<file path="config.mk">
export PLATFORM = sky130hd
export DESIGN_NAME = ppfc_pid_top
export DESIGN_NICKNAME = d
export VERILOG_FILES = /design/src/ppfc_pkg.sv /design/src/ppfc_fb_if.sv /design/src/ppfc_fb_filter.sv /design/src/ppfc_pid_top.sv
export SDC_FILE = /design/constraint.sdc
export NUM_CORES = 2
export LEC_CHECK = 0
export CELL_PAD_IN_SITES_DETAIL_PLACEMENT = 1
export CELL_PAD_IN_SITES_GLOBAL_PLACEMENT = 1
export CORE_MARGIN = 1
export CORE_UTILIZATION = 51
export DETAILED_ROUTE_END_ITERATION = 6
export DONT_BUFFER_PORTS = 1
export GPL_TIMING_DRIVEN = 0
export HOLD_SLACK_MARGIN = 0.06
export PLACE_DENSITY = 0.91
export SETUP_SLACK_MARGIN = 0.5
export SYNTH_ARGS = -nofsm -noshare
export SYNTH_HDL_FRONTEND = slang
export SYNTH_SLANG_ARGS = --single-unit
export TNS_END_PERCENT = 10
</file>
<file path="constraint.sdc">
create_clock -name ref_clk -period 57 [get_ports ref_clk]
set_input_delay 2.85 -clock ref_clk [delete_from_list [all_inputs] [get_ports ref_clk]]
set_output_delay 2.85 -clock ref_clk [all_outputs]
set_load 0.005 [all_outputs]
</file>
<file path="src/ppfc_pkg.sv">
// constants shared by the process pid frequency controller files
// assumes a single 10 MHz ref_clk and 12-bit analog codes already digitised
`default_nettype none
package ppfc_pkg;
  localparam int CLK_HZ = 10000000;
  localparam int ADC_W = 12;
  localparam int FREQ_W = 16;
  localparam int DIN_N = 5;
  localparam logic [ADC_W-1:0] FULL_SCALE = 12'hfff;
  // 4 mA on a 0..20 mA current input
  localparam logic [ADC_W-1:0] CUR_4MA = 12'h333;
  localparam logic [4:0] FUNC_REF_SEL = 5'h09;
  localparam logic [1:0] MODE_OFF = 2'h0;
  localparam logic [1:0] MODE_INVERSE = 2'h2;
  localparam logic [1:0] FB_VOLT_NORM = 2'h0;
  localparam logic [1:0] FB_CUR_NORM = 2'h1;
  localparam logic [1:0] FB_VOLT_INV = 2'h2;
  localparam logic [1:0] FB_CUR_INV = 2'h3;
  localparam logic [9:0] GAIN_MIN = 10'h001;
  localparam logic [9:0] GAIN_MAX = 10'h3e8;
  localparam logic [15:0] ITIME_MAX = 16'h8ca0;
  localparam logic [9:0] DTIME_MAX = 10'h3e8;
  localparam logic [9:0] FILT_MAX = 10'h258;
  localparam int GAIN_SCALE = 100;
  localparam int COEF_SCALE = 100;
  // control period in microseconds and its cycle count
  localparam int CTRL_PERIOD_US = 1000;
  localparam int CTRL_PERIOD_CYC = CTRL_PERIOD_US * (CLK_HZ / 1000000);
  // integral time counts 0.1 s, derivative time 0.01 s, both against the period
  localparam int I_DIV_PER_TENTH = 100000 / CTRL_PERIOD_US;
  localparam int D_MUL_PER_HUNDREDTH = 10000 / CTRL_PERIOD_US;
  // filter steps by 1/16 of the error, so a step lasts a sixteenth of the time constant
  localparam int FILT_SHIFT = 4;
  localparam int FILT_TENTH_MS = 100;
  localparam int FILT_CYC_PER_TENTH = (FILT_TENTH_MS * (CLK_HZ / 1000)) / (2 ** FILT_SHIFT);
  localparam int ISUM_W = 20;
  localparam logic signed [ISUM_W-1:0] ISUM_MAX = 20'h7ffff;
  localparam logic signed [ISUM_W-1:0] ISUM_MIN = 20'h80001;
endpackage
`default_nettype wire

</file>
<file path="src/ppfc_fb_if.sv">
// carrier between the pid core and the feedback filter
// assumes both ends run on ref_clk
`default_nettype none
interface ppfc_fb_if;
  logic [11:0] raw;
  logic [9:0] tau;
  logic [11:0] filtered;
  modport filt (input raw, input tau, output filtered);
  modport ctrl (output raw, output tau, input filtered);
endinterface
`default_nettype wire

</file>
<file path="src/ppfc_fb_filter.sv">
// first order low-pass on the feedback value
// assumes raw is already synchronised to ref_clk; tau counts 0.1 s
`default_nettype none
module ppfc_fb_filter #(
  parameter int unsigned CYC_PER_TENTH = ppfc_pkg::FILT_CYC_PER_TENTH
) (
  input wire logic ref_clk,
  input wire logic srst,
  ppfc_fb_if.filt fb
);
  logic [15:0] acc_q, acc_d;
  logic [31:0] cnt_q, cnt_d;
  logic [31:0] limit_w;
  logic step_w;
  logic signed [16:0] diff_w;

  assign limit_w = 32'(fb.tau) * 32'(CYC_PER_TENTH);
  assign step_w = (cnt_q + 32'h1) >= limit_w;
  assign diff_w = $signed({1'b0, fb.raw, 4'h0}) - $signed({1'b0, acc_q});
  // a zero time constant passes the sample straight through
  assign cnt_d = (fb.tau == 10'h0 || step_w) ? 32'h0 : cnt_q + 32'h1;
  assign acc_d = (fb.tau == 10'h0) ? {fb.raw, 4'h0} :
                 step_w ? 16'(acc_q + 16'(diff_w >>> ppfc_pkg::FILT_SHIFT)) : acc_q; // see (RQ13)
  assign fb.filtered = acc_q[15:4];

  always_ff @(posedge ref_clk) begin
    if (srst) begin
      acc_q <= 16'h0;
      cnt_q <= 32'h0;
    end else begin
      acc_q <= acc_d;
      cnt_q <= cnt_d;
    end
  end
endmodule
`default_nettype wire

</file>
<file path="src/ppfc_pid_top.sv">
// process pid controller producing the drive's output frequency
// assumes analog codes and digital inputs arrive from pins, settings from logic on ref_clk
`default_nettype none
// Function
// (RQ1) error is reference minus filtered feedback; output moves to shrink it
// (RQ2) mode selects forward or inverse sense of the controller output
// (RQ3) any of five digital terminals assigned code 9 selects the reference source
// (RQ4) selector off takes primary frequency command, on takes keypad reference
// (RQ5) feedback code 0 voltage normal, code 1 current 4-20 mA normal
// (RQ6) feedback code 2 voltage inverted, code 3 current 20-4 mA inverted
// (RQ7) feedback is unsigned; values below zero clip to zero
// (RQ8) proportional term is gain times error, gain 0.01 to 10.00
// (RQ9) integral time 0.1 to 3600 s accumulates error; zero disables it
// (RQ10) derivative time 0.01 to 10.0 s times error rate; zero disables it
// (RQ11) terms combine so P, PI, PD and PID all arise from settings
// (RQ12) reference and feedback scaled for display by two coefficients
// (RQ13) feedback low-pass filtered, time constant 0.0 to 60.0 s
// (RQ14) terms evaluated once per control period; output clamped to limits
// (RQ15) integral frozen while output is clamped in the error's direction
module ppfc_pid_top #(
  parameter int unsigned PERIOD_CYC = ppfc_pkg::CTRL_PERIOD_CYC,
  parameter int unsigned FILT_CYC = ppfc_pkg::FILT_CYC_PER_TENTH
) (
  input wire logic ref_clk,
  input wire logic srst,
  input wire logic [1:0] pid_mode_select,
  input wire logic [1:0] pid_feedback_select,
  input wire logic [9:0] pid_proportional_gain,
  input wire logic [15:0] pid_integral_time,
  input wire logic [9:0] pid_derivative_time,
  input wire logic [9:0] pid_feedback_filter,
  input wire logic [11:0] primary_frequency_command,
  input wire logic [11:0] keypad_reference,
  input wire logic [4:0] first_digital_input_function,
  input wire logic [4:0] second_digital_input_function,
  input wire logic [4:0] third_digital_input_function,
  input wire logic [4:0] fourth_digital_input_function,
  input wire logic [4:0] fifth_digital_input_function,
  input wire logic [4:0] digital_input_pins,
  input wire logic [11:0] voltage_analog_input,
  input wire logic [11:0] current_analog_input,
  input wire logic [15:0] display_coefficient_first,
  input wire logic [15:0] display_coefficient_second,
  input wire logic [15:0] freq_upper_limit,
  input wire logic [15:0] freq_lower_limit,
  output logic [15:0] output_frequency,
  output logic [15:0] reference_display,
  output logic [15:0] feedback_display,
  output logic keypad_ref_selected,
  output logic output_clamped
);
  function automatic logic is_ref_sel(input logic [4:0] code);
    return code == ppfc_pkg::FUNC_REF_SEL;
  endfunction

  function automatic logic [15:0] sat16(input logic [27:0] v);
    return (v[27:16] != 12'h0) ? 16'hffff : v[15:0];
  endfunction

  // pin synchronisers; the first stage feeds only the second
  logic [4:0] din_s1_q, din_s2_q;
  logic [11:0] volt_s1_q, volt_s2_q, cur_s1_q, cur_s2_q;

  logic [4:0] din_func_w [ppfc_pkg::DIN_N];
  logic [4:0] sel_hit_w;
  logic ref_sel_w;
  logic [11:0] ref_w;
  logic [13:0] cur_scaled_w;
  logic [11:0] cur_lin_w, fb_lin_w, fb_raw_w, fb_filt_w;
  logic inverse_fb_w;

  logic [9:0] kp_w, td_w, tau_w;
  logic [15:0] ti_w;

  logic [31:0] per_cnt_q, per_cnt_d;
  logic tick_w;

  logic signed [12:0] err_raw_w, err_w, err_prev_q;
  logic signed [13:0] derr_w;
  logic signed [31:0] dterm_w, sum_w;
  logic signed [47:0] prod_w, u_w;
  logic hi_w, lo_w;
  logic [15:0] u_clamp_w, freq_d;

  logic signed [25:0] frac_q, frac_d, lim_w;
  logic signed [ppfc_pkg::ISUM_W-1:0] isum_q, isum_d;
  logic frac_pos_w, frac_neg_w, windup_w, hold_q;

  logic [15:0] freq_q, ref_disp_q, fb_disp_q;
  logic ref_sel_q, clamped_q;

  ppfc_fb_if fb_bus();

  assign din_func_w[0] = first_digital_input_function;
  assign din_func_w[1] = second_digital_input_function;
  assign din_func_w[2] = third_digital_input_function;
  assign din_func_w[3] = fourth_digital_input_function;
  assign din_func_w[4] = fifth_digital_input_function;

  for (genvar i = 0; i < ppfc_pkg::DIN_N; i++) begin : g_sel
    assign sel_hit_w[i] = is_ref_sel(din_func_w[i]) && din_s2_q[i]; // see (RQ3)
  end
  assign ref_sel_w = |sel_hit_w;
  assign ref_w = ref_sel_w ? keypad_reference : primary_frequency_command; // see (RQ4)

  // current input: 4 mA maps to zero, 20 mA to full scale; below 4 mA clips at zero
  assign cur_scaled_w = (cur_s2_q <= ppfc_pkg::CUR_4MA) ? 14'h0 :
                        14'((14'(cur_s2_q - ppfc_pkg::CUR_4MA) * 14'h5) >> 2); // see (RQ7)
  assign cur_lin_w = (cur_scaled_w > 14'(ppfc_pkg::FULL_SCALE)) ? ppfc_pkg::FULL_SCALE : cur_scaled_w[11:0];
  assign inverse_fb_w = (pid_feedback_select == ppfc_pkg::FB_VOLT_INV) ||
                        (pid_feedback_select == ppfc_pkg::FB_CUR_INV);
  assign fb_lin_w = (pid_feedback_select == ppfc_pkg::FB_CUR_NORM ||
                     pid_feedback_select == ppfc_pkg::FB_CUR_INV) ? cur_lin_w : volt_s2_q; // see (RQ5)
  assign fb_raw_w = inverse_fb_w ? ppfc_pkg::FULL_SCALE - fb_lin_w : fb_lin_w; // see (RQ6)

  // settings out of range are pulled to the nearest legal value
  assign kp_w = (pid_proportional_gain < ppfc_pkg::GAIN_MIN) ? ppfc_pkg::GAIN_MIN :
                (pid_proportional_gain > ppfc_pkg::GAIN_MAX) ? ppfc_pkg::GAIN_MAX : pid_proportional_gain;
  assign ti_w = (pid_integral_time > ppfc_pkg::ITIME_MAX) ? ppfc_pkg::ITIME_MAX : pid_integral_time;
  assign td_w = (pid_derivative_time > ppfc_pkg::DTIME_MAX) ? ppfc_pkg::DTIME_MAX : pid_derivative_time;
  assign tau_w = (pid_feedback_filter > ppfc_pkg::FILT_MAX) ? ppfc_pkg::FILT_MAX : pid_feedback_filter;

  assign fb_bus.raw = fb_raw_w;
  assign fb_bus.tau = tau_w;
  assign fb_filt_w = fb_bus.filtered;

  ppfc_fb_filter #(.CYC_PER_TENTH(FILT_CYC)) u_filter ( // see (RQ13)
    .ref_clk(ref_clk),
    .srst(srst),
    .fb(fb_bus.filt)
  );

  assign tick_w = per_cnt_q >= (PERIOD_CYC - 32'h1); // see (RQ14)
  assign per_cnt_d = tick_w ? 32'h0 : per_cnt_q + 32'h1;

  assign err_raw_w = $signed({1'b0, ref_w}) - $signed({1'b0, fb_filt_w}); // see (RQ1)
  assign err_w = (pid_mode_select == ppfc_pkg::MODE_INVERSE) ? -err_raw_w : err_raw_w; // see (RQ2)

  // derivative over one period; zero time gives zero term
  assign derr_w = 14'(err_w) - 14'(err_prev_q);
  assign dterm_w = 32'(derr_w) * $signed({22'h0, td_w}) * ppfc_pkg::D_MUL_PER_HUNDREDTH; // see (RQ10)

  // integral divided serially: one count leaves frac per clock, far faster than the period needs
  assign lim_w = $signed(26'(32'(ti_w) * ppfc_pkg::I_DIV_PER_TENTH));
  assign frac_pos_w = (ti_w != 16'h0) && (frac_q >= lim_w) && (isum_q != ppfc_pkg::ISUM_MAX);
  assign frac_neg_w = (ti_w != 16'h0) && (frac_q <= -lim_w) && (isum_q != ppfc_pkg::ISUM_MIN);
  assign windup_w = hold_q && (clamped_q ? 1'b1 : 1'b0); // see (RQ15)
  always_comb begin
    frac_d = frac_q;
    isum_d = isum_q;
    if (ti_w == 16'h0 || pid_mode_select == ppfc_pkg::MODE_OFF) begin
      frac_d = 26'sh0; // see (RQ9)
      isum_d = '0;
    end else begin
      if (frac_pos_w) begin
        frac_d = frac_d - lim_w;
        isum_d = isum_d + 20'sh1;
      end else if (frac_neg_w) begin
        frac_d = frac_d + lim_w;
        isum_d = isum_d - 20'sh1;
      end
      if (tick_w && !windup_w) begin
        frac_d = frac_d + 26'(err_w); // see (RQ9)
      end
    end
  end

  assign sum_w = 32'(err_w) + 32'(isum_q) + dterm_w; // see (RQ11)
  assign prod_w = 48'(sum_w) * $signed({38'h0, kp_w}); // see (RQ8)
  assign u_w = prod_w / ppfc_pkg::GAIN_SCALE;
  assign hi_w = u_w > $signed({32'h0, freq_upper_limit});
  assign lo_w = u_w < $signed({32'h0, freq_lower_limit});
  assign u_clamp_w = hi_w ? freq_upper_limit : lo_w ? freq_lower_limit : u_w[15:0]; // see (RQ14)
  assign freq_d = (pid_mode_select == ppfc_pkg::MODE_OFF) ? {4'h0, primary_frequency_command} : u_clamp_w;

  always_ff @(posedge ref_clk) begin
    if (srst) begin
      din_s1_q <= 5'h0;
      din_s2_q <= 5'h0;
      volt_s1_q <= 12'h0;
      volt_s2_q <= 12'h0;
      cur_s1_q <= 12'h0;
      cur_s2_q <= 12'h0;
    end else begin
      din_s1_q <= digital_input_pins;
      din_s2_q <= din_s1_q;
      volt_s1_q <= voltage_analog_input;
      volt_s2_q <= volt_s1_q;
      cur_s1_q <= current_analog_input;
      cur_s2_q <= cur_s1_q;
    end
  end

  always_ff @(posedge ref_clk) begin
    if (srst) begin
      per_cnt_q <= 32'h0;
      frac_q <= 26'sh0;
      isum_q <= '0;
    end else begin
      per_cnt_q <= per_cnt_d;
      frac_q <= frac_d;
      isum_q <= isum_d;
    end
  end

  // hold remembers whether the last clamp pushed the same way as the error of that same tick
  always_ff @(posedge ref_clk) begin
    if (srst) begin
      err_prev_q <= 13'sh0;
      freq_q <= 16'h0;
      clamped_q <= 1'b0;
      hold_q <= 1'b0;
    end else if (tick_w) begin
      err_prev_q <= err_w;
      freq_q <= freq_d; // see (RQ14)
      clamped_q <= (hi_w || lo_w) && (pid_mode_select != ppfc_pkg::MODE_OFF);
      hold_q <= (hi_w && err_w > 13'sh0) || (lo_w && err_w < 13'sh0); // see (RQ15)
    end
  end

  always_ff @(posedge ref_clk) begin
    if (srst) begin
      ref_disp_q <= 16'h0;
      fb_disp_q <= 16'h0;
      ref_sel_q <= 1'b0;
    end else begin
      ref_disp_q <= sat16(28'(({16'h0, ref_w} * {12'h0, display_coefficient_first}) / ppfc_pkg::COEF_SCALE)); // see (RQ12)
      fb_disp_q <= sat16(28'(({16'h0, fb_filt_w} * {12'h0, display_coefficient_second}) / ppfc_pkg::COEF_SCALE));
      ref_sel_q <= ref_sel_w;
    end
  end

  assign output_frequency = freq_q;
  assign reference_display = ref_disp_q;
  assign feedback_display = fb_disp_q;
  assign keypad_ref_selected = ref_sel_q;
  assign output_clamped = clamped_q;
endmodule
`default_nettype wire

</file>
After elaboration in Yosys (flattened, before gate mapping)
Cells that the tools add are included.
{"block": "word_totals", "regBits": 248, "latchBits": 0, "ramBits": 0, "rom_bits": 0, "input_bits": 194, "out_inout_bits": 50, "memories": 0}
{"block": "classes", "add_sub_neg": 17, "multipliers": 8, "n_div": 3, "order_cmp": 15, "eq_ne": 11, "shift": 0, "n_mux": 25, "bitwise_logic": 0, "n_reduce_logical": 35}
{"op": "two-way mux 16 bit", "count": 8}
{"op": "two-way mux 26 bit", "count": 4}
{"op": "adder 32 x 1 -> 32 bit (second input constant)", "count": 2}
{"op": "divider 28 x 7 -> 32 bit (second input constant)", "count": 2}
{"op": "two-way mux 12 bit", "count": 5}
{"op": "multiplier 12 x 16 -> 28 bit", "count": 2}
{"op": "divider 48 x 8 -> 48 bit (second input constant)", "count": 1}
{"op": "greater-than comparator 48 x 17 -> 1 bit", "count": 1}
{"op": "less-than comparator 48 x 17 -> 1 bit", "count": 1}
{"op": "multiplier 31 x 11 -> 42 bit", "count": 1}
{"op": "two-way mux 10 bit", "count": 4}
{"op": "two-way mux 20 bit", "count": 2}
{"op": "inequality test 20 bit (second input constant)", "count": 2}
{"op": ">= comparator 32 x 14 -> 1 bit (second input constant)", "count": 1}
{"op": ">= comparator 32 x 26 -> 1 bit", "count": 1}
{"op": "adder 21 x 30 -> 31 bit", "count": 1}
{"op": "greater-than comparator 10 bit (second input constant)", "count": 3}
{"op": "multiplier 25 x 4 -> 29 bit (second input constant)", "count": 1}
{"op": "adder 26 x 13 -> 26 bit", "count": 1}
{"op": "adder 26 x 24 -> 26 bit", "count": 1}
{"op": ">= comparator 26 x 24 -> 1 bit", "count": 1}
{"op": "<= comparator 26 bit", "count": 1}
{"op": "negation 23 -> 26 bit", "count": 1}
{"op": "subtractor 26 x 24 -> 26 bit", "count": 1}
{"op": "36 further kinds", "count": 66}

Longest topological paths before layout
{"block": "depth", "ltp_word": 17, "depth_mapped": 214}

Modules after synthesis
A second synthesis with hierarchy kept.
{"block": "unflattened", "hier_cells": 9076, "hier_area_um2": 72080.4}
{"mod": "ppfc_pid_top", "instances": 1, "cells_each": 8404, "area_per_inst_um2": 66072.1}
{"mod": "ppfc_fb_filter", "instances": 1, "cells_each": 672, "area_per_inst_um2": 6008.3}

Worst setup path after synthesis
No wires, ideal clock.
{"block": "synth_path", "path_type": "input-to-reg", "startpoint": "input second_digital_input_function[3]", "endpoint": "register freq_q[13], in the netlist output_frequency[13]", "arrival_ps": 48073, "t_required_ps": 56883, "setup_slack_ps": 8809, "stages": 193, "n_path_buf": 17, "path_cell_list": "nor4bb_1 nand3b_1 nand4_1 a31oi_1 clkbuf_1 mux2_2 clkbuf_1 inv_1 ha_1 fa_1 nor2b_1 o21ai_0 nand2b_1 a21o_1 a21o_1 xor2_1 nor4_1 nand2b_1 [... 157 more ...] xnor2_1 ha_1 o21ai_0 nand2b_1 a21oi_1 nor2b_1 o21ai_0 nand2b_1 a21oi_1 nor2b_1 o21ai_0 o211ai_1 a22oi_1 and3_1 buf_4 a31oi_1 or2_0 a32o_1"}
{"block": "synth_via", "elab_chain_cells": 17}
{"element": "start: declaration", "line_no": "ppfc_pid_top.sv:35", "source": "input wire logic [4:0] second_digital_input_function,"}
{"element": "== test 5 x 4 -> 1 bit *", "line_no": "ppfc_pid_top.sv:53", "source": "return code == ppfc_pkg::FUNC_REF_SEL;"}
{"element": "logical AND 1 bit *", "line_no": "ppfc_pid_top.sv:101", "source": "assign sel_hit_w[i] = is_ref_sel(din_func_w[i]) && din_s2_q[i];"}
{"element": "OR reduction 5 bit *", "line_no": "ppfc_pid_top.sv:103", "source": "assign ref_sel_w = |sel_hit_w;"}
{"element": "two-way mux 12 bit *", "line_no": "ppfc_pid_top.sv:104", "source": "assign ref_w = ref_sel_w ? keypad_reference : primary_frequency_command;"}
{"element": "subtractor 12 x 12 -> 13 bit *", "line_no": "ppfc_pid_top.sv:136", "source": "assign err_raw_w = $signed({1'b0, ref_w}) - $signed({1'b0, fb_filt_w});"}
{"element": "negation 13 bit", "line_no": "ppfc_pid_top.sv:137", "source": "assign err_w = (pid_mode_select == ppfc_pkg::MODE_INVERSE) ? -err_raw_w : err_raw_w;"}
{"element": "two-way mux 13 bit *", "line_no": "ppfc_pid_top.sv:137"}
{"element": "via err_w[12]", "line_no": "ppfc_pid_top.sv:78", "source": "logic signed [12:0] err_raw_w, err_w, err_prev_q;"}
{"element": "[... 2 more ...]"}
{"element": "multiplier 25 x 4 -> 29 bit", "line_no": "ppfc_pid_top.sv:141", "source": "assign dterm_w = 32'(derr_w) * $signed({22'h0, td_w}) * ppfc_pkg::D_MUL_PER_HUNDREDTH;"}
{"element": "adder 21 x 30 -> 31 bit *", "line_no": "ppfc_pid_top.sv:168", "source": "assign sum_w = 32'(err_w) + 32'(isum_q) + dterm_w;"}
{"element": "multiplier 31 x 11 -> 42 bit *", "line_no": "ppfc_pid_top.sv:169", "source": "assign prod_w = 48'(sum_w) * $signed({38'h0, kp_w});"}
{"element": "divider 48 x 8 -> 48 bit *", "line_no": "ppfc_pid_top.sv:170", "source": "assign u_w = prod_w / ppfc_pkg::GAIN_SCALE;"}
{"element": "less-than comparator 48 x 17 -> 1 bit", "line_no": "ppfc_pid_top.sv:172", "source": "assign lo_w = u_w < $signed({32'h0, freq_lower_limit});"}
{"element": "two-way mux 16 bit", "line_no": "ppfc_pid_top.sv:173", "source": "assign u_clamp_w = hi_w ? freq_upper_limit : lo_w ? freq_lower_limit : u_w[15:0];"}
{"element": "two-way mux 16 bit *", "line_no": "ppfc_pid_top.sv:173"}
{"element": "two-way mux 16 bit *", "line_no": "ppfc_pid_top.sv:174", "source": "assign freq_d = (pid_mode_select == ppfc_pkg::MODE_OFF) ? {4'h0, primary_frequency_command} : u_clamp_w;"}
{"element": "end signal: assignment", "line_no": "ppfc_pid_top.sv:215", "source": "freq_q <= freq_d;"}
{"element": "end: declaration", "line_no": "ppfc_pid_top.sv:89", "source": "logic [15:0] freq_q, ref_disp_q, fb_disp_q;"}
Mark *: on every way through the listed nets, which the timed path passes. The rest lies on a longest branch.
A chain may end at the register's enable or synchronous reset.

Worst setup path after layout
{"block": "layout_path", "startpoint": "input fourth_digital_input_function[2]", "endpoint": "register freq_q[6], in the netlist output_frequency[6]"}
{"block": "layout_via", "elab_chain_cells": 17}
{"element": "start: declaration", "line_no": "ppfc_pid_top.sv:37", "source": "input wire logic [4:0] fourth_digital_input_function,"}
{"element": "== test 5 x 4 -> 1 bit *", "line_no": "ppfc_pid_top.sv:53"}
{"element": "logical AND 1 bit *", "line_no": "ppfc_pid_top.sv:101"}
{"element": "OR reduction 5 bit *", "line_no": "ppfc_pid_top.sv:103"}
{"element": "two-way mux 12 bit *", "line_no": "ppfc_pid_top.sv:104"}
{"element": "subtractor 12 x 12 -> 13 bit *", "line_no": "ppfc_pid_top.sv:136"}
{"element": "negation 13 bit", "line_no": "ppfc_pid_top.sv:137"}
{"element": "two-way mux 13 bit *", "line_no": "ppfc_pid_top.sv:137"}
{"element": "via err_w[7]", "line_no": "ppfc_pid_top.sv:78"}
{"element": "[... 2 more ...]"}
{"element": "multiplier 25 x 4 -> 29 bit", "line_no": "ppfc_pid_top.sv:141"}
{"element": "adder 21 x 30 -> 31 bit *", "line_no": "ppfc_pid_top.sv:168"}
{"element": "multiplier 31 x 11 -> 42 bit *", "line_no": "ppfc_pid_top.sv:169"}
{"element": "divider 48 x 8 -> 48 bit *", "line_no": "ppfc_pid_top.sv:170"}
{"element": "less-than comparator 48 x 17 -> 1 bit", "line_no": "ppfc_pid_top.sv:172"}
{"element": "two-way mux 16 bit", "line_no": "ppfc_pid_top.sv:173"}
{"element": "two-way mux 16 bit *", "line_no": "ppfc_pid_top.sv:173"}
{"element": "two-way mux 16 bit *", "line_no": "ppfc_pid_top.sv:174"}
Marked as above.

==> results.sh <==
export IMPL_syn_cell_area_sq_um=69600
export IMPL_num_vias=68600
export IMPL_status="finished with violations"
export IMPL_worst_pin_slew_ns=1.52
export IMPL_clockBufferDepth=3
export IMPL_syn_area_per_cell_sq_um=7.90
export IMPL_placed_area_sq_um=71900
export IMPL_gp_congestion=0.966
export IMPL_rows=135
export IMPL_cp_slowest_cell="xnor2_1"
export IMPL_syn_to_final_growth_pct=6.53
export IMPL_failed_checks="capacitance limit, slew limit"
export IMPL_grt_pass1_vias=73200
export IMPL_synth_top_cells_by_area="fa_1, ha_1, dfxtp_1"
export IMPL_cp_arrival_ns=55.51
export IMPL_viasPerCell=6.39
export IMPL_synth_most_common_cell="inv_1"
export IMPL_die_area_sq_um=138000
export IMPL_synth_top_area_share_pct=21.4
export IMPL_grt_pass1_wl_microns=402000
export IMPL_start_util_pct=51.4
export IMPL_fin_crit_ns=55.07
export IMPL_die_w_microns=371
export IMPL_io_pins=244
export IMPL_yosys_warnings=0
export IMPL_r2r_slack_ns=3.87
export IMPL_crit_required_ns=57.44
export IMPL_cts_root_buf="clkbuf_16"
export IMPL_ys_top_cells_by_count="inv_1, nand2_1, fa_1, ha_1, a21oi_1"
export IMPL_numCtsBuffers=34
export IMPL_final_area_sq_um=74100
export IMPL_final_cells=10700
export IMPL_htree_levels=2
export IMPL_clock_skew_ns=0.0658
export IMPL_whs_ns=0.451
export IMPL_die_y_microns=371
export IMPL_synthFlopType="dfxtp_1"
export IMPL_routed_wl_microns=265000
export IMPL_grt_overflow_total=0
export IMPL_setup_viol_count_final=0
export IMPL_ant_nets=0
export IMPL_slew_headroom_pct=-1.21
export IMPL_clkTransAtPathRegs_ns=0.06
export IMPL_path_max_fanout=10
export IMPL_cts_tree="done"
export IMPL_cpMostUsedCell="a21oi_1"
export IMPL_ys_seq_elements=248
export IMPL_min_period_over_period_pct=96.6
export IMPL_r2r_cells=186
export IMPL_num_nets_final=10600
export IMPL_synth_edf_count=0
export IMPL_hold_end="din_s2_q[4]"
export IMPL_dp_cells=10600
export IMPL_drc=0
export IMPL_hold_buffers=0
export IMPL_async_reset_ff_share_pct=0
export IMPL_hold_path_depth=1
export IMPL_hpwl_microns=211000
export IMPL_cap_violations=1
export IMPL_wl_per_cell_microns=24.7
export IMPL_grt_antenna_before_repair=35
export IMPL_drive_gt1_share_pct=4.77
export IMPL_hp_class="flip-flop to flip-flop"
export IMPL_worst_path_largest_cell_delay_ns=0.82
export IMPL_grt_max_degree=29
export IMPL_track_usage_pct=36.5
export IMPL_clock_sinks=248
export IMPL_hold_violations=0
export IMPL_setup_tns_final_ns=0
export IMPL_rr_startpoint="din_s2_q[3]"
export IMPL_crit_type="input pin to flip-flop"
export IMPL_crit_path_start_kind="input pin"
export IMPL_hp_start="din_s1_q[4]"
export IMPL_reg2reg_to="output_frequency[6]"
export IMPL_clock_fmax_ghz=0.0182
export IMPL_port_buffers=0
export IMPL_core_region_area_sq_um=135000
export IMPL_first_pass_iters=6
export IMPL_cp_end_kind="flip-flop"
export IMPL_yosysTopAreaCell="fa_1"
export IMPL_final_max_slew_viol_count=12
export IMPL_synth_cells=8805
export IMPL_yosysSeqAreaShare_pct=7.13
export IMPL_drt_iter0_markers=5102
export IMPL_insertion_delay_ns=0.61
export IMPL_synth_cell_type_count=144
-- registers in the layout, summed over array words and instances, names as in the netlist, 13 cells and up --
signal             cells
u_filter.acc_q        16
u_filter.cnt_q        32
reference_display     16
isum_q                20
err_prev_q            13
output_frequency      16
feedback_display      16
frac_q                26
per_cnt_q             32
-- final cells by class --
type / instances / area, sq um
Fill cell: 16800 / 61300
Multi-Input combinational cell: 7064 / 59700
Sequential cell: 248 / 4960
Inverter: 1218 / 4570
Tap cell: 1781 / 2230
Buffer: 298 / 1190
Clock buffer: 39 / 910
Clock inverter: 20 / 264
Timing Repair Buffer: 23 / 214
Antenna cell: 41 / 103
-- metrics by stage --
| stage | utilization [%] | worst slack (ns) |
|---|---|---|
| detailed placement | 53.1 | -1.48 |
| CTS | 54.1 | 0.522 |
| finish | 54.7 | 1.93 |
| global route | 54.7 | -0.160 |
| global placement | 53.1 | -1.88 |
| floorplan | - | 8.81 |
-- logic make-up (layout without fill, tap and decap cells) --
logic type / after synthesis / after routing / share of synthesized area [%]
and+or+nand+nor: 2730 / 2730 / 19.4
AOI/OAI and AO/OA: 2059 / 2059 / 20.4
adders and majority gates: 1527 / 1527 / 35.4
buffers and inverters: 1516 / 1598 / 8.28
xor gates and xnor gates: 635 / 635 / 8.09
DFF: 248 / 248 / 7.13
muxes: 89 / 89 / 1.34
other: 1 / 65 / 0.00539
-- worst max-delay path, delay by kind of cell --
kind / cells / cell delay [ns]
simple gates: 38 / 9.46
fa+ha+maj: 24 / 10.14
mux: 5 / 1.71
buf+inv: 24 / 4.12
compound gates: 81 / 21.72
xor+xnor: 14 / 5.32
-- placed cells by master, fill, tap and decap left out, drive strengths merged, types with 185 or more instances in the layout --
| cell type | count |
|---|---|
| nor2 | 555 |
| clkbuf | 285 |
| a21oi | 597 |
| fa | 745 |
| xnor2 | 460 |
| inv | 1221 |
| and2 | 380 |
| nand2 | 893 |
| ha | 741 |
| dfxtp | 248 |
| o21ai | 305 |
| o21bai | 185 |
-- per-layer routing --
layer | vias to the layer above | global-route usage (%) | part of all wire, %
li1 | 30100 | - | -
met1 | 34100 | 42.1 | 38
met2 | 3225 | 62.5 | 47
met3 | 1176 | 8.56 | 8.4
met4 | 20 | 19.7 | 6.7
met5 | - | 0 | 0.052
-- worst max path at each step --
stage,from,end,slack (ns),depth (start not counted)
6_report,fourth_digital_input_function[2],output_frequency[6],1.93,186
5_1_grt,fourth_digital_input_function[2],output_frequency[6],-0.16,191
4_1_cts,second_digital_input_function[3],output_frequency[3],0.52,190
3_5_place_dp,second_digital_input_function[3],output_frequency[3],-1.48,183
3_3_place_gp,fourth_digital_input_function[2],output_frequency[3],-1.88,183
2_1_floorplan,second_digital_input_function[3],output_frequency[13],8.81,193
-- repair_timing --
item	4_1_cts	5_1_grt
buffers inserted	0	21
resized for setup	20	95
endpoints found under the setup margin	18	18
pin swaps	0	12
Power is left out: the tool's default activity adds up to more than one toggle a clock period on the data nets, which glitch-free logic cannot reach.
